`config.mk`:
```
export PLATFORM = sky130hd
export DESIGN_NAME = pcfp_top
export DESIGN_NICKNAME = d
export VERILOG_FILES = /design/src/pcfp_pkg.sv /design/src/pcfp_phase_gen.sv /design/src/pcfp_apb_regs.sv /design/src/pcfp_top.sv
export SDC_FILE = /design/constraint.sdc
export NUM_CORES = 1
export LEC_CHECK = 0
export BUFFER_PORTS_ARGS = -buffer_cell sky130_fd_sc_hd__buf_2
export CORE_ASPECT_RATIO = 0.5
export CORE_MARGIN = 4
export CORE_UTILIZATION = 47
export CTS_CLUSTER_SIZE = 20
export DETAILED_ROUTE_END_ITERATION = 7
export PLACE_DENSITY = 0.72
export SLEW_MARGIN = 20
export SYNTH_ARGS = -nofsm -noshare
export SYNTH_HDL_FRONTEND = slang
export SYNTH_SLANG_ARGS = --single-unit
```
`constraint.sdc`:
```
create_clock -name pclk -period 5.1 [get_ports pclk]
set_input_delay 0.255 -clock pclk [delete_from_list [all_inputs] [get_ports pclk]]
set_output_delay 0.255 -clock pclk [all_outputs]
set_load 0.01 [all_outputs]
```
`src/pcfp_pkg.sv`:
```
// shared constants of the program counter and fetch sequencer
// assumes a single pclk domain and an apb master with 32-bit data
package pcfp_pkg;

	// widths of the counter, its latches and one instruction word, and of their fields
	localparam int unsigned PC_WIDTH = 21;
	localparam int unsigned WORD_WIDTH = 16;
	localparam int unsigned LATCH_WIDTH = 8;
	localparam int unsigned TOP_BITS = PC_WIDTH - 16;
	localparam int unsigned UPPER_BITS = PC_WIDTH - 8;
	localparam int unsigned SECOND_DATA_W = 12;
	localparam int unsigned ABS_HI_W = 8;
	localparam int unsigned REL_OFF_W = 11;

	// one instruction cycle is this many oscillator periods
	localparam int unsigned PHASE_COUNT = 4;

	// byte step between sequential instruction words
	localparam logic [PC_WIDTH-1:0] PC_STEP = 21'h00_0002;

	// top nibble that marks a second word (decodes as no-operation)
	localparam logic [3:0] NOP_NIBBLE = 4'hf;

	// apb byte addresses
	localparam logic [11:0] OFF_PC_LOW = 12'h000;
	localparam logic [11:0] OFF_MID_LATCH = 12'h004;
	localparam logic [11:0] OFF_TOP_LATCH = 12'h008;
	localparam logic [11:0] OFF_STATUS = 12'h00c;

	// reset values
	localparam logic [PC_WIDTH-1:0] RST_PC = 21'h00_0000;
	localparam logic [LATCH_WIDTH-1:0] RST_LATCH = 8'h00;
	localparam logic [31:0] RST_RDATA = 32'h0000_0000;

	// status register field positions
	localparam int unsigned STAT_FETCH_VALID = 0;
	localparam int unsigned STAT_EXEC_VALID = 1;
	localparam int unsigned STAT_EXEC_NOP = 2;
	localparam int unsigned STAT_REDIRECT = 3;
	localparam int unsigned STAT_FLUSH = 4;
	localparam int unsigned STAT_STARTED = 5;
	localparam int unsigned STAT_W = 6;

	// phases of the instruction cycle
	typedef enum logic [1:0] {
		PH_ONE,
		PH_TWO,
		PH_THREE,
		PH_FOUR
	} pcfp_phase_e;

endpackage

```
`src/pcfp_phase_gen.sv`:
```
// quarter divider: four non-overlapping phase strobes from pclk
// assumes pclk is the oscillator input and presetn its async reset
`timescale 1ns/100ps
module pcfp_phase_gen (
	input wire logic pclk,
	input wire logic presetn,
	output logic [pcfp_pkg::PHASE_COUNT-1:0] phase_onehot
);

	// whole state of the divider
	typedef struct packed {
		pcfp_pkg::pcfp_phase_e ph;
		logic [pcfp_pkg::PHASE_COUNT-1:0] onehot;
	} pcfp_phg_s;

	pcfp_phg_s s_r;
	pcfp_phg_s s_nxt;

	// step round the four phases, one per oscillator period
	always_comb begin
		s_nxt = s_r;
		case (s_r.ph)
			pcfp_pkg::PH_ONE: begin
				s_nxt.ph = pcfp_pkg::PH_TWO;
				s_nxt.onehot = 4'h2;
			end
			pcfp_pkg::PH_TWO: begin
				s_nxt.ph = pcfp_pkg::PH_THREE;
				s_nxt.onehot = 4'h4;
			end
			pcfp_pkg::PH_THREE: begin
				s_nxt.ph = pcfp_pkg::PH_FOUR;
				s_nxt.onehot = 4'h8;
			end
			default: begin
				// phase four wraps to a new instruction cycle
				s_nxt.ph = pcfp_pkg::PH_ONE;
				s_nxt.onehot = 4'h1;
			end
		endcase
	end

	// reset enters phase one so the first cycle starts clean
	always_ff @(posedge pclk or negedge presetn) begin
		if (!presetn) begin
			s_r.ph <= pcfp_pkg::PH_ONE;
			s_r.onehot <= 4'h1;
		end else begin
			s_r <= s_nxt;
		end
	end

	// one-hot straight from the flop, so never two phases at once
	assign phase_onehot = s_r.onehot;

endmodule

```
`src/pcfp_apb_regs.sv`:
```
// apb slave front end: decode, read mux and access pulses
// assumes an apb master on pclk; latch storage lives in the top
`timescale 1ns/100ps
module pcfp_apb_regs (
	input wire logic pclk,
	input wire logic presetn,
	input wire logic psel,
	input wire logic penable,
	input wire logic pwrite,
	input wire logic [11:0] paddr,
	input wire logic [31:0] pwdata,
	input wire logic [pcfp_pkg::PC_WIDTH-1:0] pc_in,
	input wire logic [pcfp_pkg::LATCH_WIDTH-1:0] mid_in,
	input wire logic [pcfp_pkg::LATCH_WIDTH-1:0] top_in,
	input wire logic [pcfp_pkg::STAT_W-1:0] status_in,
	output logic [31:0] prdata,
	output logic pready,
	output logic pslverr,
	output logic wr_low,
	output logic wr_mid,
	output logic wr_top,
	output logic rd_low,
	output logic [pcfp_pkg::LATCH_WIDTH-1:0] wr_byte,
	output logic [pcfp_pkg::UPPER_BITS-1:0] snap_upper
);

	// whole state of the slave
	typedef struct packed {
		logic [31:0] rdata;
		logic ready;
		logic err;
		logic [pcfp_pkg::UPPER_BITS-1:0] snap;
	} pcfp_apb_s;

	pcfp_apb_s s_r;
	pcfp_apb_s s_nxt;
	logic setup;
	logic access;

	// setup cycle and the completing access edge
	assign setup = psel & ~penable;
	assign access = psel & penable & s_r.ready;

	// answer prepared in setup, so every access takes one wait-free cycle
	always_comb begin
		s_nxt = s_r;
		s_nxt.ready = 1'b0;
		// error stands only with ready, never lingers after access
		s_nxt.err = 1'b0;
		if (setup) begin
			s_nxt.ready = 1'b1;
			s_nxt.err = 1'b0;
			s_nxt.rdata = pcfp_pkg::RST_RDATA;
			case (paddr)
				pcfp_pkg::OFF_PC_LOW: begin
					// bit zero of the counter is always zero here
					s_nxt.rdata[7:0] = pc_in[7:0];
					// snapshot keeps latch copy consistent with data
					s_nxt.snap = pc_in[pcfp_pkg::PC_WIDTH-1:8];
				end
				pcfp_pkg::OFF_MID_LATCH: begin
					s_nxt.rdata[7:0] = mid_in;
				end
				pcfp_pkg::OFF_TOP_LATCH: begin
					s_nxt.rdata[7:0] = top_in;
				end
				pcfp_pkg::OFF_STATUS: begin
					s_nxt.rdata[pcfp_pkg::STAT_W-1:0] = status_in;
					// status is read-only
					s_nxt.err = pwrite;
				end
				default: begin
					// unmapped or misaligned address
					s_nxt.err = 1'b1;
				end
			endcase
		end
	end

	always_ff @(posedge pclk or negedge presetn) begin
		if (!presetn) begin
			s_r.rdata <= pcfp_pkg::RST_RDATA;
			s_r.ready <= 1'b0;
			s_r.err <= 1'b0;
			s_r.snap <= '0;
		end else begin
			s_r <= s_nxt;
		end
	end

	// access pulses, taken only on the completing edge
	assign wr_low = access & pwrite & ~s_r.err
		& (paddr == pcfp_pkg::OFF_PC_LOW);
	assign wr_mid = access & pwrite & ~s_r.err
		& (paddr == pcfp_pkg::OFF_MID_LATCH);
	assign wr_top = access & pwrite & ~s_r.err
		& (paddr == pcfp_pkg::OFF_TOP_LATCH);
	assign rd_low = access & ~pwrite & ~s_r.err
		& (paddr == pcfp_pkg::OFF_PC_LOW);
	assign wr_byte = pwdata[7:0];
	assign snap_upper = s_r.snap;
	assign prdata = s_r.rdata;
	assign pready = s_r.ready;
	assign pslverr = s_r.err;

endmodule

```
`src/pcfp_top.sv`:
```
// program counter, latch registers and two-stage fetch pipeline
// assumes program memory and core decode logic run on pclk;
// memory presents the word for pmem_addr by the end of phase four
// Contract
// - counter is 21 bits, byte addressed
// - low counter byte is read/write
// - middle byte changes only via middle latch
// - top bits change only via top latch
// - low byte write loads both latches in
// - low byte read copies upper bytes out
// - bit zero stays zero, step two
// - jumps and branches bypass the latches
// - pclk divided into four phases
// - counter steps phase one, fetch latched phase four
// - fetch overlaps execute, one cycle each
// - counter change flushes fetched word, two cycles
// - latch phase one, read two, write four
// - words of two bytes, even aligned
// - absolute jump word address to bits 20:1
// - relative offset counts words, doubled
// - second word top nibble ones, nop, 12 bits
// - skipped-into second word runs as nop
// - calls push, returns restore the counter
//
// Implementation choices: the APB interface to the registers and the register offsets.
`timescale 1ns/100ps
module pcfp_top #(
	parameter int unsigned OFF_W = pcfp_pkg::REL_OFF_W
) (
	input wire logic pclk,
	input wire logic presetn,
	input wire logic psel,
	input wire logic penable,
	input wire logic pwrite,
	input wire logic [11:0] paddr,
	input wire logic [31:0] pwdata,
	output logic [31:0] prdata,
	output logic pready,
	output logic pslverr,
	output logic [pcfp_pkg::PC_WIDTH-1:0] pmem_addr,
	output logic pmem_rd,
	input wire logic [pcfp_pkg::WORD_WIDTH-1:0] pmem_rdata,
	input wire logic ctl_abs_jump,
	input wire logic [pcfp_pkg::ABS_HI_W-1:0] ctl_abs_hi,
	input wire logic ctl_rel_jump,
	input wire logic [OFF_W-1:0] ctl_rel_offset,
	input wire logic ctl_push,
	input wire logic ctl_return,
	input wire logic [pcfp_pkg::PC_WIDTH-1:0] ctl_return_addr,
	input wire logic ctl_skip,
	output logic [pcfp_pkg::PHASE_COUNT-1:0] phase_onehot,
	output logic [pcfp_pkg::WORD_WIDTH-1:0] instruction_latch,
	output logic exec_valid,
	output logic exec_nop,
	output logic [pcfp_pkg::SECOND_DATA_W-1:0] second_word_data,
	output logic operand_read,
	output logic dest_write,
	output logic ret_push,
	output logic [pcfp_pkg::PC_WIDTH-1:0] ret_push_addr
);

	localparam int unsigned PCW = pcfp_pkg::PC_WIDTH;
	localparam int unsigned WW = pcfp_pkg::WORD_WIDTH;
	localparam int unsigned LW = pcfp_pkg::LATCH_WIDTH;

	// offset must fit under the counter with its doubling bit
	generate
		if (OFF_W < 2 || OFF_W > PCW - 2) begin : g_bad_off
			$error("pcfp_top: OFF_W out of range");
		end
	endgenerate

	// whole state of the sequencer
	typedef struct packed {
		logic [PCW-1:0] pc;
		logic [LW-1:0] mid;
		logic [LW-1:0] top;
		logic [WW-1:0] fetch_word;
		logic fetch_valid;
		logic [WW-1:0] ilatch;
		logic exec_valid;
		logic exec_nop;
		logic redirect;
		logic [PCW-1:0] target;
		logic flush;
		logic started;
		logic opr_rd;
		logic dst_wr;
		logic mem_rd;
		logic push;
		logic [PCW-1:0] push_addr;
	} pcfp_top_s;

	pcfp_top_s s_r;
	pcfp_top_s s_nxt;

	// phase strobes and register access pulses
	logic [pcfp_pkg::PHASE_COUNT-1:0] ph;
	logic wr_low;
	logic wr_mid;
	logic wr_top;
	logic rd_low;
	logic [LW-1:0] wr_byte;
	logic [pcfp_pkg::UPPER_BITS-1:0] snap_upper;
	logic [pcfp_pkg::STAT_W-1:0] status;
	// doubled, sign-extended branch displacement
	logic [PCW-1:0] rel_disp;
	// instruction in execute actually does work
	logic exec_live;

	pcfp_phase_gen u_phase (
		.pclk(pclk),
		.presetn(presetn),
		.phase_onehot(ph)
	);

	pcfp_apb_regs u_regs (
		.pclk(pclk),
		.presetn(presetn),
		.psel(psel),
		.penable(penable),
		.pwrite(pwrite),
		.paddr(paddr),
		.pwdata(pwdata),
		.pc_in(s_r.pc),
		.mid_in(s_r.mid),
		.top_in(s_r.top),
		.status_in(status),
		.prdata(prdata),
		.pready(pready),
		.pslverr(pslverr),
		.wr_low(wr_low),
		.wr_mid(wr_mid),
		.wr_top(wr_top),
		.rd_low(rd_low),
		.wr_byte(wr_byte),
		.snap_upper(snap_upper)
	);

	// status view of the pipeline for software
	always_comb begin
		status = '0;
		status[pcfp_pkg::STAT_FETCH_VALID] = s_r.fetch_valid;
		status[pcfp_pkg::STAT_EXEC_VALID] = s_r.exec_valid;
		status[pcfp_pkg::STAT_EXEC_NOP] = s_r.exec_nop;
		status[pcfp_pkg::STAT_REDIRECT] = s_r.redirect;
		status[pcfp_pkg::STAT_FLUSH] = s_r.flush;
		status[pcfp_pkg::STAT_STARTED] = s_r.started;
	end

	// offset counts words, so shift up one
	assign rel_disp = {{(PCW - OFF_W - 1){ctl_rel_offset[OFF_W-1]}},
		ctl_rel_offset, 1'b0};
	assign exec_live = s_r.exec_valid & ~s_r.exec_nop;

	// next state; each phase block acts on the edge ending that phase
	always_comb begin
		s_nxt = s_r;
		s_nxt.opr_rd = 1'b0;
		s_nxt.dst_wr = 1'b0;
		s_nxt.mem_rd = 1'b0;
		s_nxt.push = 1'b0;

		// end of phase one: step counter, move fetch into execute
		if (ph[0]) begin
			if (s_r.redirect) begin
				// jump target straight in, latches unused
				s_nxt.pc = s_r.target;
			end else if (s_r.started) begin
				// step by two, bit zero never set
				s_nxt.pc = s_r.pc + pcfp_pkg::PC_STEP;
			end
			// first cycle after reset fetches address zero itself
			s_nxt.started = 1'b1;
			s_nxt.redirect = 1'b0;
			s_nxt.flush = 1'b0;
			// instruction latch loads in phase one
			// execute the word fetched last cycle
			s_nxt.ilatch = s_r.fetch_word;
			// a redirect or skip discards the fetched word
			s_nxt.exec_valid = s_r.fetch_valid & ~s_r.flush
				& ~s_r.redirect;
			// a lone second word runs as nop
			s_nxt.exec_nop = (s_r.fetch_word[WW-1:WW-4]
				== pcfp_pkg::NOP_NIBBLE);
			s_nxt.fetch_valid = 1'b0;
			// operand read strobe in phase two
			s_nxt.opr_rd = s_nxt.exec_valid & ~s_nxt.exec_nop;
		end

		// end of phase two: read strobe to memory for phase three
		if (ph[1]) begin
			// address is always an even byte
			s_nxt.mem_rd = 1'b1;
		end

		// end of phase three: destination write in phase four
		if (ph[2]) begin
			s_nxt.dst_wr = exec_live;
		end

		// end of phase four: latch fetch, take decode decisions
		if (ph[3]) begin
			// fetched word latched in phase four
			s_nxt.fetch_word = pmem_rdata;
			s_nxt.fetch_valid = 1'b1;
			if (exec_live) begin
				if (ctl_return) begin
					s_nxt.redirect = 1'b1;
					s_nxt.target = {ctl_return_addr[PCW-1:1], 1'b0};
				end else if (ctl_abs_jump) begin
					// low 12 bits come from the second word
					s_nxt.redirect = 1'b1;
					s_nxt.target = {ctl_abs_hi,
						pmem_rdata[pcfp_pkg::SECOND_DATA_W-1:0], 1'b0};
				end else if (ctl_rel_jump) begin
					s_nxt.redirect = 1'b1;
					s_nxt.target = s_r.pc + rel_disp;
				end else if (ctl_skip) begin
					s_nxt.flush = 1'b1;
				end
				if (ctl_push) begin
					// push the address after the call
					s_nxt.push = 1'b1;
					s_nxt.push_addr = ctl_abs_jump
						? s_r.pc + pcfp_pkg::PC_STEP : s_r.pc;
				end
			end
		end

		// software side; a low byte write beats a core redirect taken on the same edge
		if (wr_low) begin
			// latches go into the upper counter bits
			// low byte written, bit zero forced low
			s_nxt.redirect = 1'b1;
			s_nxt.target = {s_r.top[pcfp_pkg::TOP_BITS-1:0], s_r.mid,
				wr_byte[LW-1:1], 1'b0};
		end
		if (wr_mid) begin
			// middle byte reached only through this latch
			s_nxt.mid = wr_byte;
		end
		if (wr_top) begin
			// top bits reached only through this latch
			s_nxt.top = wr_byte;
		end
		if (rd_low) begin
			// upper counter bytes copied into the latches
			s_nxt.mid = snap_upper[LW-1:0];
			s_nxt.top = {{(2 * LW - pcfp_pkg::UPPER_BITS){1'b0}},
				snap_upper[pcfp_pkg::UPPER_BITS-1:LW]};
		end
	end

	// reset clears counter, latches and pipeline
	always_ff @(posedge pclk or negedge presetn) begin
		if (!presetn) begin
			s_r.pc <= pcfp_pkg::RST_PC;
			s_r.mid <= pcfp_pkg::RST_LATCH;
			s_r.top <= pcfp_pkg::RST_LATCH;
			s_r.fetch_word <= '0;
			s_r.fetch_valid <= 1'b0;
			s_r.ilatch <= '0;
			s_r.exec_valid <= 1'b0;
			s_r.exec_nop <= 1'b0;
			s_r.redirect <= 1'b0;
			s_r.target <= pcfp_pkg::RST_PC;
			s_r.flush <= 1'b0;
			s_r.started <= 1'b0;
			s_r.opr_rd <= 1'b0;
			s_r.dst_wr <= 1'b0;
			s_r.mem_rd <= 1'b0;
			s_r.push <= 1'b0;
			s_r.push_addr <= pcfp_pkg::RST_PC;
		end else begin
			s_r <= s_nxt;
		end
	end

	// every output below is a flop of the state, except phase_onehot, a flop of the phase divider
	assign pmem_addr = s_r.pc;
	assign pmem_rd = s_r.mem_rd;
	assign phase_onehot = ph;
	assign instruction_latch = s_r.ilatch;
	assign exec_valid = s_r.exec_valid;
	assign exec_nop = s_r.exec_nop;
	assign second_word_data = s_r.fetch_word[pcfp_pkg::SECOND_DATA_W-1:0];
	assign operand_read = s_r.opr_rd;
	assign dest_write = s_r.dst_wr;
	assign ret_push = s_r.push;
	assign ret_push_addr = s_r.push_addr;

endmodule

```
[Word-level counts from Yosys, hierarchy flattened]
Cells that the tools add are included.
Storage, ports and cells
  bits in latches: 0
  memories: 0
  ROM bits: 0
  output and inout port bits: 114
  flip-flop bits (word level): 150
  RAM bits: 0
Cells by class
  divide/modulo/power cells: 0
  bitwise gates (word level): 22
  equality and inequality tests: 6
  multiplexer cells: 30
  reduce and logical (&&, ||, !) cells: 14
  multiply operators: 0
  add/subtract/negate cells: 2
  shift-type cells: 0
  magnitude comparators: 0
Operators with widths (count)
  $mux 22: 7
  $mux 21: 3
  $mux 23: 2
  $eq 12x4->1 const B: 2
  $pmux 6 s4: 1
  $add 21x2->21 const B: 1
  $add 21x21->21: 1
  $mux 20: 1
  $pmux 6 s3: 1
  $mux 16: 1
  $mux 8: 2
  $and 1x1->1: 15
  $mux 15: 1
  $mux 13: 1
  $eq 12x3->1 const B: 1
  $logic_not 12->1: 1
  $reduce_bool 2->1: 6
  $mux 1: 7
  $not 1->1: 7
  $pmux 2 s3: 1
  $reduce_and 3->1: 2
  $eq 4x4->1 const B: 1
  $reduce_and 2->1: 2
  $reduce_bool 4->1: 1
  6 further kinds: 6

[Longest topological paths before layout]
Gate-level depths: netlist (run 1).
  word-level depth: 12
  gate-level depth with buffers: 10

[Hierarchy]
Synthesis (run 1) repeated with hierarchy kept, for this count alone.
Unflattened totals
  cell total of the unflattened synthesis: 947
  area total of the unflattened synthesis: 9156.3 um^2
Modules (own cells, without submodules)
  pcfp_top: cells each 811, sequential area each 3027.9 um^2, times used 1, area each 7432.1 um^2
  pcfp_apb_regs: cells each 119, sequential area each 575.6 um^2, times used 1, area each 1478.9 um^2
  pcfp_phase_gen: cells each 17, sequential area each 151.4 um^2, times used 1, area each 245.2 um^2

[Least setup slack after synthesis (run 1)]
No wires, ideal clock.
  path kind: reg-to-reg
  start point: register s_r, in the netlist pmem_addr[1]
  end point: register s_r[44] (netlist bit)
  library setup time: 0.129 ns
  arrival: 2.105 ns
  required time: 4.971 ns
  cell stages (with the launch flop): 11
  clock period less this slack: 2.234 ns
  setup slack: 2.866 ns
  path through: dfrtp_1 ha_1 inv_1 fa_1 nor2b_1 o2111ai_1 nand3b_1 o31ai_1 o41ai_1 xnor2_1 o21ai_0
On the way
  cells in the longest elaborated chain, start to end: 7
Ends and longest elaborated chain
  from (decl): line pcfp_top.sv:94  | pcfp_top_s s_r;
  from (signal assigned): line pcfp_top.sv:276  | s_r <= s_nxt;
  $add 21x21->21: line pcfp_top.sv:218  | s_nxt.target = s_r.pc + rel_disp;
  $mux 22: line pcfp_top.sv:216  | end else if (ctl_rel_jump) begin
  $mux 22: line pcfp_top.sv:211  | end else if (ctl_abs_jump) begin
  $mux 22: line pcfp_top.sv:208  | if (ctl_return) begin
  $mux 23: line pcfp_top.sv:207  | if (exec_live) begin
  $mux 23: line pcfp_top.sv:203  | if (ph[3]) begin
  $mux 22: line pcfp_top.sv:232  | if (wr_low) begin
No other way between the ends. The select of a mux whose other input is x is not followed.
A chain may end at the register's enable or synchronous reset.

[Worst setup path after layout (run 1)]
  start point: register s_r, in the netlist pmem_addr[1]
  end point: register s_r[46] (netlist bit)
Same word-level chain as after synthesis.

==> results of run 1 <==
area by class of cell:
cell class	count	area [um^2]
fill	1665	8620
multi-input combinational	630	4280
sequential	150	3750
timing repair buffer	182	940
clock buffer	20	447
tap	259	324
clock inverter	12	105
inverter	14	52.6
state kept, by name, indices dropped and copies added (netlist names), 2 cells and up:
name                  cells
s_r                      45
pmem_addr                21
u_regs.snap_upper        13
ret_push_addr            21
instruction_latch        16
second_word_data         12
u_phase.s_r               2
u_phase.phase_onehot      4
u_regs.prdata             8
synth_stat cells (13+ instances only):
library cell               number
sky130_fd_sc_hd__nor2_1        46
sky130_fd_sc_hd__dfrtp_1      149
sky130_fd_sc_hd__nand2_1       86
sky130_fd_sc_hd__o22ai_1       18
sky130_fd_sc_hd__nand4_1       25
sky130_fd_sc_hd__mux2i_1       27
sky130_fd_sc_hd__xor2_1        23
sky130_fd_sc_hd__inv_1         13
sky130_fd_sc_hd__ha_1          24
sky130_fd_sc_hd__a21oi_1       54
sky130_fd_sc_hd__clkbuf_1      42
sky130_fd_sc_hd__o21ai_0       91
sky130_fd_sc_hd__mux2_2        46
sky130_fd_sc_hd__buf_4         98
layout by cell type, fill, tap and decap left out, drive strengths merged, types with 25 or more instances in the layout:
cell	n
o21ai	96
nor2	47
nand4	25
mux2	48
a21oi	54
dfrtp	149
nand2	86
buf	181
mux2i	27
power breakdown:
part,switching (W),total [W],leakage (nW),internal (W)
clock network,0.000509,0.00119,0.270,0.000683
logic,0.000481,0.000862,2.45,0.000381
registers,0.000223,0.00153,1.92,0.00131
cell families (layout without fill, tap and decap cells):
family                     after synthesis  after routing  share of synthesized area
adders and majority gates               25             25                     0.0358
AOI/OAI and AO/OA                      242            242                      0.163
other                                    1             24                   0.000419
buffers and inverters                  170            228                      0.114
muxes                                   81             81                      0.106
DFF                                    150            150                      0.420
and+or+nand+nor                        224            224                      0.127
xor gates and xnor gates                34             34                     0.0333
through the flow:
step | total power (W) | utilization
2_1_floorplan | 0.00215 | -
3_3_place_gp | 0.00237 | 0.505
3_5_place_dp | 0.00240 | 0.505
4_1_cts | 0.00359 | 0.534
5_1_grt | 0.00377 | 0.535
6_report | 0.00359 | 0.535
metal layers:
layer | global-route usage | vias up | wire, um
li1 | - | 3342 | -
met1 | 0.357 | 3543 | 11900
met2 | 0.348 | 368 | 11200
met3 | 0.0516 | 45 | 2470
met4 | 0.0683 | 4 | 457
met5 | 0 | - | 21
how the worst max path moves through the flow:
stage                     endpoint  cells past startpoint
after floorplan            s_r[44]                     10
after global placement     s_r[46]                     10
after detailed placement   s_r[46]                     10
after CTS                  s_r[46]                     10
after global routing       s_r[46]                     10
final                      s_r[46]                     10
==> impl_metrics.env, run 1 <==
export IMPL_worst_slack_ps=2200
export IMPL_worst_ir_drop_vdd_mv=0.259
export IMPL_grt_pass1_wl_um=39600
export IMPL_synthDominantCellAreaShare=0.417
export IMPL_r2r_start="pmem_addr[1]"
export IMPL_count_of_synthesis_stage_warnings_from_yosys=0
export IMPL_grt_max_degree=116
export IMPL_final_design_area_no_fill_um2=9910
export IMPL_cts_tree="yes"
export IMPL_reg2reg_to="s_r[46]"
export IMPL_antenna_diode_count=0
export IMPL_clk_path_buf_depth=2
export IMPL_ctsHoldBuffers=0
export IMPL_cts_resized_gates=0
export IMPL_finalCriticalPeriod_ps=2900
export IMPL_drtAntennaViolNets=0
export IMPL_crit_chain="ha_1 > inv_1 > fa_1 > nor2b_1 > o31a_1 > o31a_1 > nor2_1 > o221ai_1 > a21boi_0 > o221ai_1"
export IMPL_ys_seq_area_frac=0.420
export IMPL_portBuffers=174
export IMPL_final_slew_viol_count=0
export IMPL_timing_worst_setup_path_type="register to register"
export IMPL_cap_violations=0
export IMPL_cp_end_kind="register"
export IMPL_detailedRoute_firstIterationViolations=705
export IMPL_die_height_um=106
export IMPL_commonest_register_cell_after_synthesis="sky130_fd_sc_hd__dfrtp_1"
export IMPL_route_vias_total=7302
export IMPL_routed_vias_inst=5.76
export IMPL_post_dp_cell_area_um2=9350
export IMPL_outcome="complete, but fails checks"
export IMPL_cts_buf_count=17
export IMPL_rrSetupSlack_ps=2200
export IMPL_fp_dieW_um=203
export IMPL_synth_ff_latch_count=150
export IMPL_synth_top_cells_by_area="sky130_fd_sc_hd__dfrtp_1, sky130_fd_sc_hd__buf_4, sky130_fd_sc_hd__mux2_2"
export IMPL_syn_area_um2=8950
export IMPL_slew_limit_headroom=0.314
export IMPL_final_nets=1130
export IMPL_postCtsSetupRepairBufs=0
export IMPL_start_util=0.483
export IMPL_synth_lib_cells_used_distinct=64
export IMPL_cts_htree_levels=4
export IMPL_clkSlewWorstSetupHoldPaths_ps=70
export IMPL_synth_edf_count=0
export IMPL_fin_worst_hold_slack_ps=-44.3
export IMPL_final_hold_violation_count=13
export IMPL_gr_total_overflow=0
export IMPL_globalplace_congestion=0.918
export IMPL_dieArea_um2=21400
export IMPL_synth_area_leader_cell="sky130_fd_sc_hd__dfrtp_1"
export IMPL_post_route_period_util=0.568
export IMPL_first_global_vias=6945
export IMPL_syn2layout_area_growth_pct=10.7
export IMPL_holdCritPathClass="input pin to async pin"
export IMPL_fp_coreArea_um2=18500
export IMPL_drive_gt1_frac=0.278
export IMPL_cp_top_family="compound AO/OA/AOI/OAI gates"
export IMPL_clock_insertion_delay_worst_skew_ps=420
export IMPL_drt_wl_total_um=26000
export IMPL_violations="hold timing"
export IMPL_place_detailed_instances=1235
export IMPL_critPathBufInv=1
export IMPL_tritoncts_num_sinks=150
export IMPL_drt_pass1_iter_count=5
export IMPL_finalClockSkew_ps=10.8
export IMPL_wl_per_cell_um=20.5
export IMPL_ios=224
export IMPL_stdcell_count=1267
export IMPL_setup_worst_path_start="pmem_addr[1]"
export IMPL_setup_viol_count_final=0
export IMPL_crit_required_ps=5430
export IMPL_grt_usage=0.238
export IMPL_tightestPinTransition_ps=1020
export IMPL_unrepaired_setup_endpoints_after_global_routing="no"
export IMPL_power_per_cell_area_nw_per_um2=362
export IMPL_max_stage_delay_ps=630
export IMPL_post_dp_hpwl_um=19300
export IMPL_placement_setup_worst_slack_ps=2290
export IMPL_antenna_found_initial=2
export IMPL_worstSetupStartpointType="register"
export IMPL_r2r_cells=10
export IMPL_async_flop_share=1.00
export IMPL_synthCells=927
export IMPL_timing_critical_path_slowest_stage_cell="sky130_fd_sc_hd__dfrtp_1"
export IMPL_final_setup_tns_ps=0
export IMPL_std_cell_rows=35
export IMPL_static_leak_nw=4.63
export IMPL_syn_avg_cell_area_um2=9.65
export IMPL_worst_endpoint_arrival_ps=3230
export IMPL_remaining_drc_errors=0
export IMPL_crit_path_max_fanout=10
export IMPL_timing_fmax_mhz=345
export IMPL_clock_root_buffer="sky130_fd_sc_hd__clkbuf_16"
Power figures use the tool's default switching activity.
==> inputs of run 2 (changes only) <==
Clock period 5.1 ns to 2.7 ns, I/O delays scaled along.
==> impl_metrics.env, run 2 (same netlist as run 1, synthesis figures left out) <==
export IMPL_outcome="finished, final reports clean"
export IMPL_wl_per_cell_um=20.7
export IMPL_clock_root_buffer="sky130_fd_sc_hd__clkbuf_16"
export IMPL_worst_endpoint_arrival_ps=2840
export IMPL_report_power_total_w=0.00707
export IMPL_power_per_cell_area_nw_per_um2=686
export IMPL_grt_max_degree=62
export IMPL_final_hold_violation_count=0
export IMPL_final_slew_viol_count=0
export IMPL_critPathBufInv=1
export IMPL_cp_end_kind="register"
export IMPL_largest_register="s_r"
export IMPL_cap_violations=0
export IMPL_layout_commonest_cell="sky130_fd_sc_hd__buf_2"
export IMPL_drive_gt1_frac=0.298
export IMPL_antenna_diode_count=0
export IMPL_post_dp_cell_area_um2=9600
export IMPL_clk_path_buf_depth=2
export IMPL_timing_worst_setup_path_type="register to register"
export IMPL_drt_pass1_iter_count=7
export IMPL_max_stage_delay_ps=380
export IMPL_remaining_drc_errors=0
export IMPL_unrepaired_setup_endpoints_after_global_routing="no"
export IMPL_worstSetupStartpointType="register"
export IMPL_hold_end="s_r[47]"
export IMPL_holdCritPathClass="input pin to register"
export IMPL_antenna_found_initial=1
export IMPL_static_leak_nw=4.85
export IMPL_r2r_start="pmem_addr[1]"
export IMPL_holdPathStages=3
export IMPL_syn2layout_area_growth_pct=15.2
export IMPL_cts_tree="yes"
export IMPL_r2r_cells=10
export IMPL_final_cell_mix="sky130_fd_sc_hd__buf_2, sky130_fd_sc_hd__dfrtp_1, sky130_fd_sc_hd__o21ai_0"
export IMPL_dieArea_um2=21400
export IMPL_crit_path_max_fanout=4
export IMPL_slew_limit_headroom=0.556
export IMPL_final_design_area_no_fill_um2=10300
export IMPL_cts_buf_count=17
export IMPL_drt_wl_total_um=27200
export IMPL_post_dp_hpwl_um=20500
export IMPL_globalplace_congestion=0.934
export IMPL_grt_pass1_wl_um=41200
export IMPL_cts_resized_gates=0
export IMPL_clkSlewWorstSetupHoldPaths_ps=70
export IMPL_route_vias_total=7538
export IMPL_drtAntennaViolNets=0
export IMPL_finalCriticalPeriod_ps=2500
export IMPL_reg2reg_to="s_r[46]"
export IMPL_portBuffers=174
export IMPL_detailedRoute_firstIterationViolations=813
export IMPL_final_setup_tns_ps=0
export IMPL_die_height_um=106
export IMPL_routed_vias_inst=5.74
export IMPL_utilization=0.557
export IMPL_cp_top_family="compound AO/OA/AOI/OAI gates"
export IMPL_grt_usage=0.249
export IMPL_timing_critical_path_slowest_stage_cell="sky130_fd_sc_hd__dfrtp_1"
export IMPL_timing_fmax_mhz=400
export IMPL_ctsHoldBuffers=14
export IMPL_postCtsSetupRepairBufs=0
export IMPL_worst_ir_drop_vdd_mv=0.485
export IMPL_ios=224
export IMPL_finalClockSkew_ps=11.1
export IMPL_final_nets=1177
export IMPL_num_fill_cells=1648
export IMPL_min_delay_start="ctl_return_addr[20]"
export IMPL_start_util=0.483
export IMPL_rrSetupSlack_ps=200
export IMPL_crit_required_ps=3040
export IMPL_tritoncts_num_sinks=150
export IMPL_clock_insertion_delay_worst_skew_ps=430
export IMPL_fp_dieW_um=203
export IMPL_post_route_period_util=0.925
export IMPL_max_ffs_per_register=45
export IMPL_fp_coreArea_um2=18500
export IMPL_setup_viol_count_final=0
export IMPL_std_cell_rows=35
export IMPL_cts_htree_levels=4
export IMPL_first_global_vias=7119
export IMPL_gr_total_overflow=0
export IMPL_tightestPinTransition_ps=665
export IMPL_crit_chain="ha_1 > inv_1 > fa_1 > nor2b_1 > o31a_1 > o31a_1 > nor2_1 > o221ai_1 > a21boi_0 > o221ai_1"
==> run 2: worst min-delay path, delay by kind of cell <==
kind / cells / cell delay (ps)
AOI/OAI and AO/OA: 2 / 180
buffers and inverters: 1 / 80
==> run 2: layout make-up <==
| cell class | count | area [um^2] | share of cell area |
|---|---|---|---|
| clock buffer | 17 | 425 | 0.0413 |
| clock inverter | 15 | 145 | 0.0141 |
| inverter | 14 | 52.6 | 0.00510 |
| multi-input combinational | 630 | 4270 | 0.414 |
| sequential | 150 | 3750 | 0.364 |
| tap | 259 | 324 | 0.0314 |
| timing repair buffer | 229 | 1340 | 0.130 |
==> run 2: power by group <==
part,total (W),internal [W],switching (W)
combinational,0.00203,0.000833,0.00119
clock,0.00236,0.00129,0.00106
sequential,0.00269,0.00248,0.000211
total,0.00707,0.00460,0.00247
==> run 2: through the flow <==
| step | hold slack [ps] | setup slack (ps) | std cells |
|---|---|---|---|
| final | 9.16 | 202 | 1314 |
| after global routing | 4.94 | 85.9 | 1314 |
| after CTS | 0.787 | 240 | 1314 |
| after detailed placement | 165 | 249 | 1268 |
| after global placement | 159 | 333 | 1268 |
| after floorplan | -161 | 466 | 950 |
==> run 2: worst max-delay path by stage <==
stage	start	to	cells past startpoint
floorplan	pmem_addr[1]	s_r[44]	10
global placement	pmem_addr[1]	s_r[44]	10
detailed placement	pmem_addr[1]	s_r[46]	10
CTS	pmem_addr[1]	s_r[46]	10
global route	exec_valid	s_r[47]	8
finish	pmem_addr[1]	s_r[46]	10
==> run 2: per-layer routing <==
layer | up-vias | routed length [um] | part of all wire | track usage
met1 | 3702 | 12100 | 0.45 | 0.373
met4 | 2 | 522 | 0.019 | 0.0649
li1 | 3447 | - | - | -
met3 | 43 | 2890 | 0.11 | 0.0679
met2 | 344 | 11600 | 0.43 | 0.355
met5 | - | 7 | 0.00026 | 0
==> inputs of run 3 (changes only) <==
Settings changed: CORE_UTILIZATION 47 to 54, CTS_CLUSTER_DIAMETER set to 100, PLACE_DENSITY 0.72 to 0.81.
==> impl_metrics.env, run 3 (same netlist as run 1, synthesis figures left out) <==
export IMPL_drt_pass1_iter_count=5
export IMPL_finalCriticalPeriod_ps=2460
export IMPL_cts_tree="yes"
export IMPL_tightestPinTransition_ps=709
export IMPL_slew_limit_headroom=0.527
export IMPL_crit_required_ps=3000
export IMPL_tritoncts_num_sinks=150
export IMPL_p_sw_w=0.00241
export IMPL_drtAntennaViolNets=0
export IMPL_timing_critical_path_slowest_stage_cell="sky130_fd_sc_hd__dfrtp_1"
export IMPL_crit_path_max_fanout=4
export IMPL_routed_vias_inst=5.90
export IMPL_pwr_share_comb=0.292
export IMPL_clock_root_buffer="sky130_fd_sc_hd__clkbuf_16"
export IMPL_final_design_area_no_fill_um2=10200
export IMPL_drive_gt1_frac=0.298
export IMPL_final_setup_tns_ps=0
export IMPL_fp_coreArea_um2=15800
export IMPL_static_leak_nw=4.85
export IMPL_dieArea_um2=18800
export IMPL_post_route_period_util=0.913
export IMPL_final_cell_mix="sky130_fd_sc_hd__buf_2, sky130_fd_sc_hd__dfrtp_1, sky130_fd_sc_hd__o21ai_0"
export IMPL_final_hold_violation_count=0
export IMPL_max_ffs_per_register=45
export IMPL_clk_path_buf_depth=2
export IMPL_power_frac_seq=0.390
export IMPL_final_nets=1177
export IMPL_setup_worst_path_start="pmem_addr[1]"
export IMPL_start_util=0.566
export IMPL_finalClockSkew_ps=9.70
export IMPL_reg2reg_to="s_r[46]"
export IMPL_grt_pass1_wl_um=39800
export IMPL_min_delay_start="ctl_return_addr[20]"
export IMPL_pwr_share_clk=0.318
export IMPL_stdcell_count=1276
export IMPL_power_per_cell_area_nw_per_um2=675
export IMPL_wl_per_cell_um=20.5
export IMPL_portBuffers=174
export IMPL_cts_htree_levels=4
export IMPL_r2r_start="pmem_addr[1]"
export IMPL_grt_max_degree=73
export IMPL_globalRouteMet1Util=0.408
export IMPL_largest_register="s_r"
export IMPL_grt_usage=0.276
export IMPL_cts_buf_count=17
export IMPL_globalplace_congestion=0.972
export IMPL_unrepaired_setup_endpoints_after_global_routing="no"
export IMPL_timing_worst_setup_path_type="register to register"
export IMPL_cap_violations=0
export IMPL_remaining_drc_errors=0
export IMPL_worstSetupStartpointType="register"
export IMPL_switch_share=0.349
export IMPL_clkSlewWorstSetupHoldPaths_ps=70
export IMPL_place_detailed_instances=1230
export IMPL_num_fill_cells=1280
export IMPL_holdCritPathClass="input pin to register"
export IMPL_cts_resized_gates=0
export IMPL_drt_wl_total_um=26100
export IMPL_timing_fmax_mhz=406
export IMPL_layout_commonest_cell="sky130_fd_sc_hd__buf_2"
export IMPL_first_global_vias=7050
export IMPL_max_stage_delay_ps=410
export IMPL_antenna_found_initial=0
export IMPL_crit_chain="ha_1 > inv_1 > fa_1 > nor2b_1 > o31a_1 > o31a_1 > nor2_1 > o221ai_1 > a21boi_0 > o221ai_1"
export IMPL_post_dp_cell_area_um2=9550
export IMPL_setup_viol_count_final=0
export IMPL_post_dp_hpwl_um=19800
export IMPL_worst_endpoint_arrival_ps=2770
export IMPL_antenna_diode_count=0
export IMPL_globalRoute_busiestLayer="met1"
export IMPL_cp_end_kind="register"
export IMPL_p_int_w=0.00449
export IMPL_worst_ir_drop_vdd_mv=0.444
export IMPL_outcome="finished, final reports clean"
export IMPL_worstSetupEndpoint="s_r[46]"
export IMPL_ios=224
export IMPL_clock_insertion_delay_worst_skew_ps=430
export IMPL_grt_met3_usage=0.0803
export IMPL_std_cell_rows=32
export IMPL_use_met2=0.399
export IMPL_gr_total_overflow=0
export IMPL_syn2layout_area_growth_pct=14.2
export IMPL_final_slew_viol_count=0
export IMPL_fp_dieW_um=190
export IMPL_rrSetupSlack_ps=240
export IMPL_detailedRoute_firstIterationViolations=909
export IMPL_route_vias_total=7527
export IMPL_r2r_cells=10
export IMPL_die_height_um=99.0
[run 3: worst max-delay path, delay by kind of cell, from the launching register on]
kind | cells | cell delay [ps]
AO/OA/AOI/OAI | 5 | 1150
adder cells (fa/ha/maj) | 2 | 410
flip-flops | 1 | 410
AND/OR/NAND/NOR | 2 | 310
buffers and inverters | 1 | 70
[run 3: worst min-delay path by stage]
stage	end	slack [ps]	cells after the start
floorplan	dest_write	-160	0
global placement	s_r[46]	210	1
detailed placement	s_r[46]	210	1
CTS	s_r[32]	0.3	2
global route	s_r[32]	10	2
finish	s_r[47]	10	3
[run 3: repair_timing]
action,in CTS,in global routing
buffers inserted,0,0
hold buffers,14,0
hold endpoints to repair,82,0
[run 3: cell type report]
type                       instances  area [um^2]  share of cell area
timing repair buffer             229         1340               0.131
multi-input combinational        630         4270               0.418
clock inverter                    15          105              0.0103
inverter                          14         52.6             0.00514
clock buffer                      17          425              0.0416
tap                              221          277              0.0270
sequential                       150         3750               0.367
[run 3: metrics by stage]
step	hold WS (ps)	util	setup WS [ps]	power (W)
2_1_floorplan	-161	-	466	0.00407
3_3_place_gp	209	0.604	282	0.00462
3_5_place_dp	213	0.604	247	0.00467
4_1_cts	0.329	0.646	260	0.00687
5_1_grt	10.6	0.646	99.2	0.00722
6_report	10.2	0.646	235	0.00690
[run 3: power groups by stage]
stage,Sequential [W],Combinational [W],Clock [W]
6_report,0.00269,0.00202,0.00219
5_1_grt,0.00271,0.00217,0.00233
4_1_cts,0.00268,0.00198,0.00221
3_5_place_dp,0.00272,0.00195,0
3_3_place_gp,0.00271,0.00191,0
2_1_floorplan,0.00268,0.00139,0
[run 3: per-layer routing]
layer | vias up | routed length, um | part of all wire
met2 | 446 | 11000 | 0.42
met5 | - | 0 | 0
met4 | 0 | 419 | 0.016
li1 | 3435 | - | -
met1 | 3613 | 11400 | 0.44
met3 | 33 | 3350 | 0.13
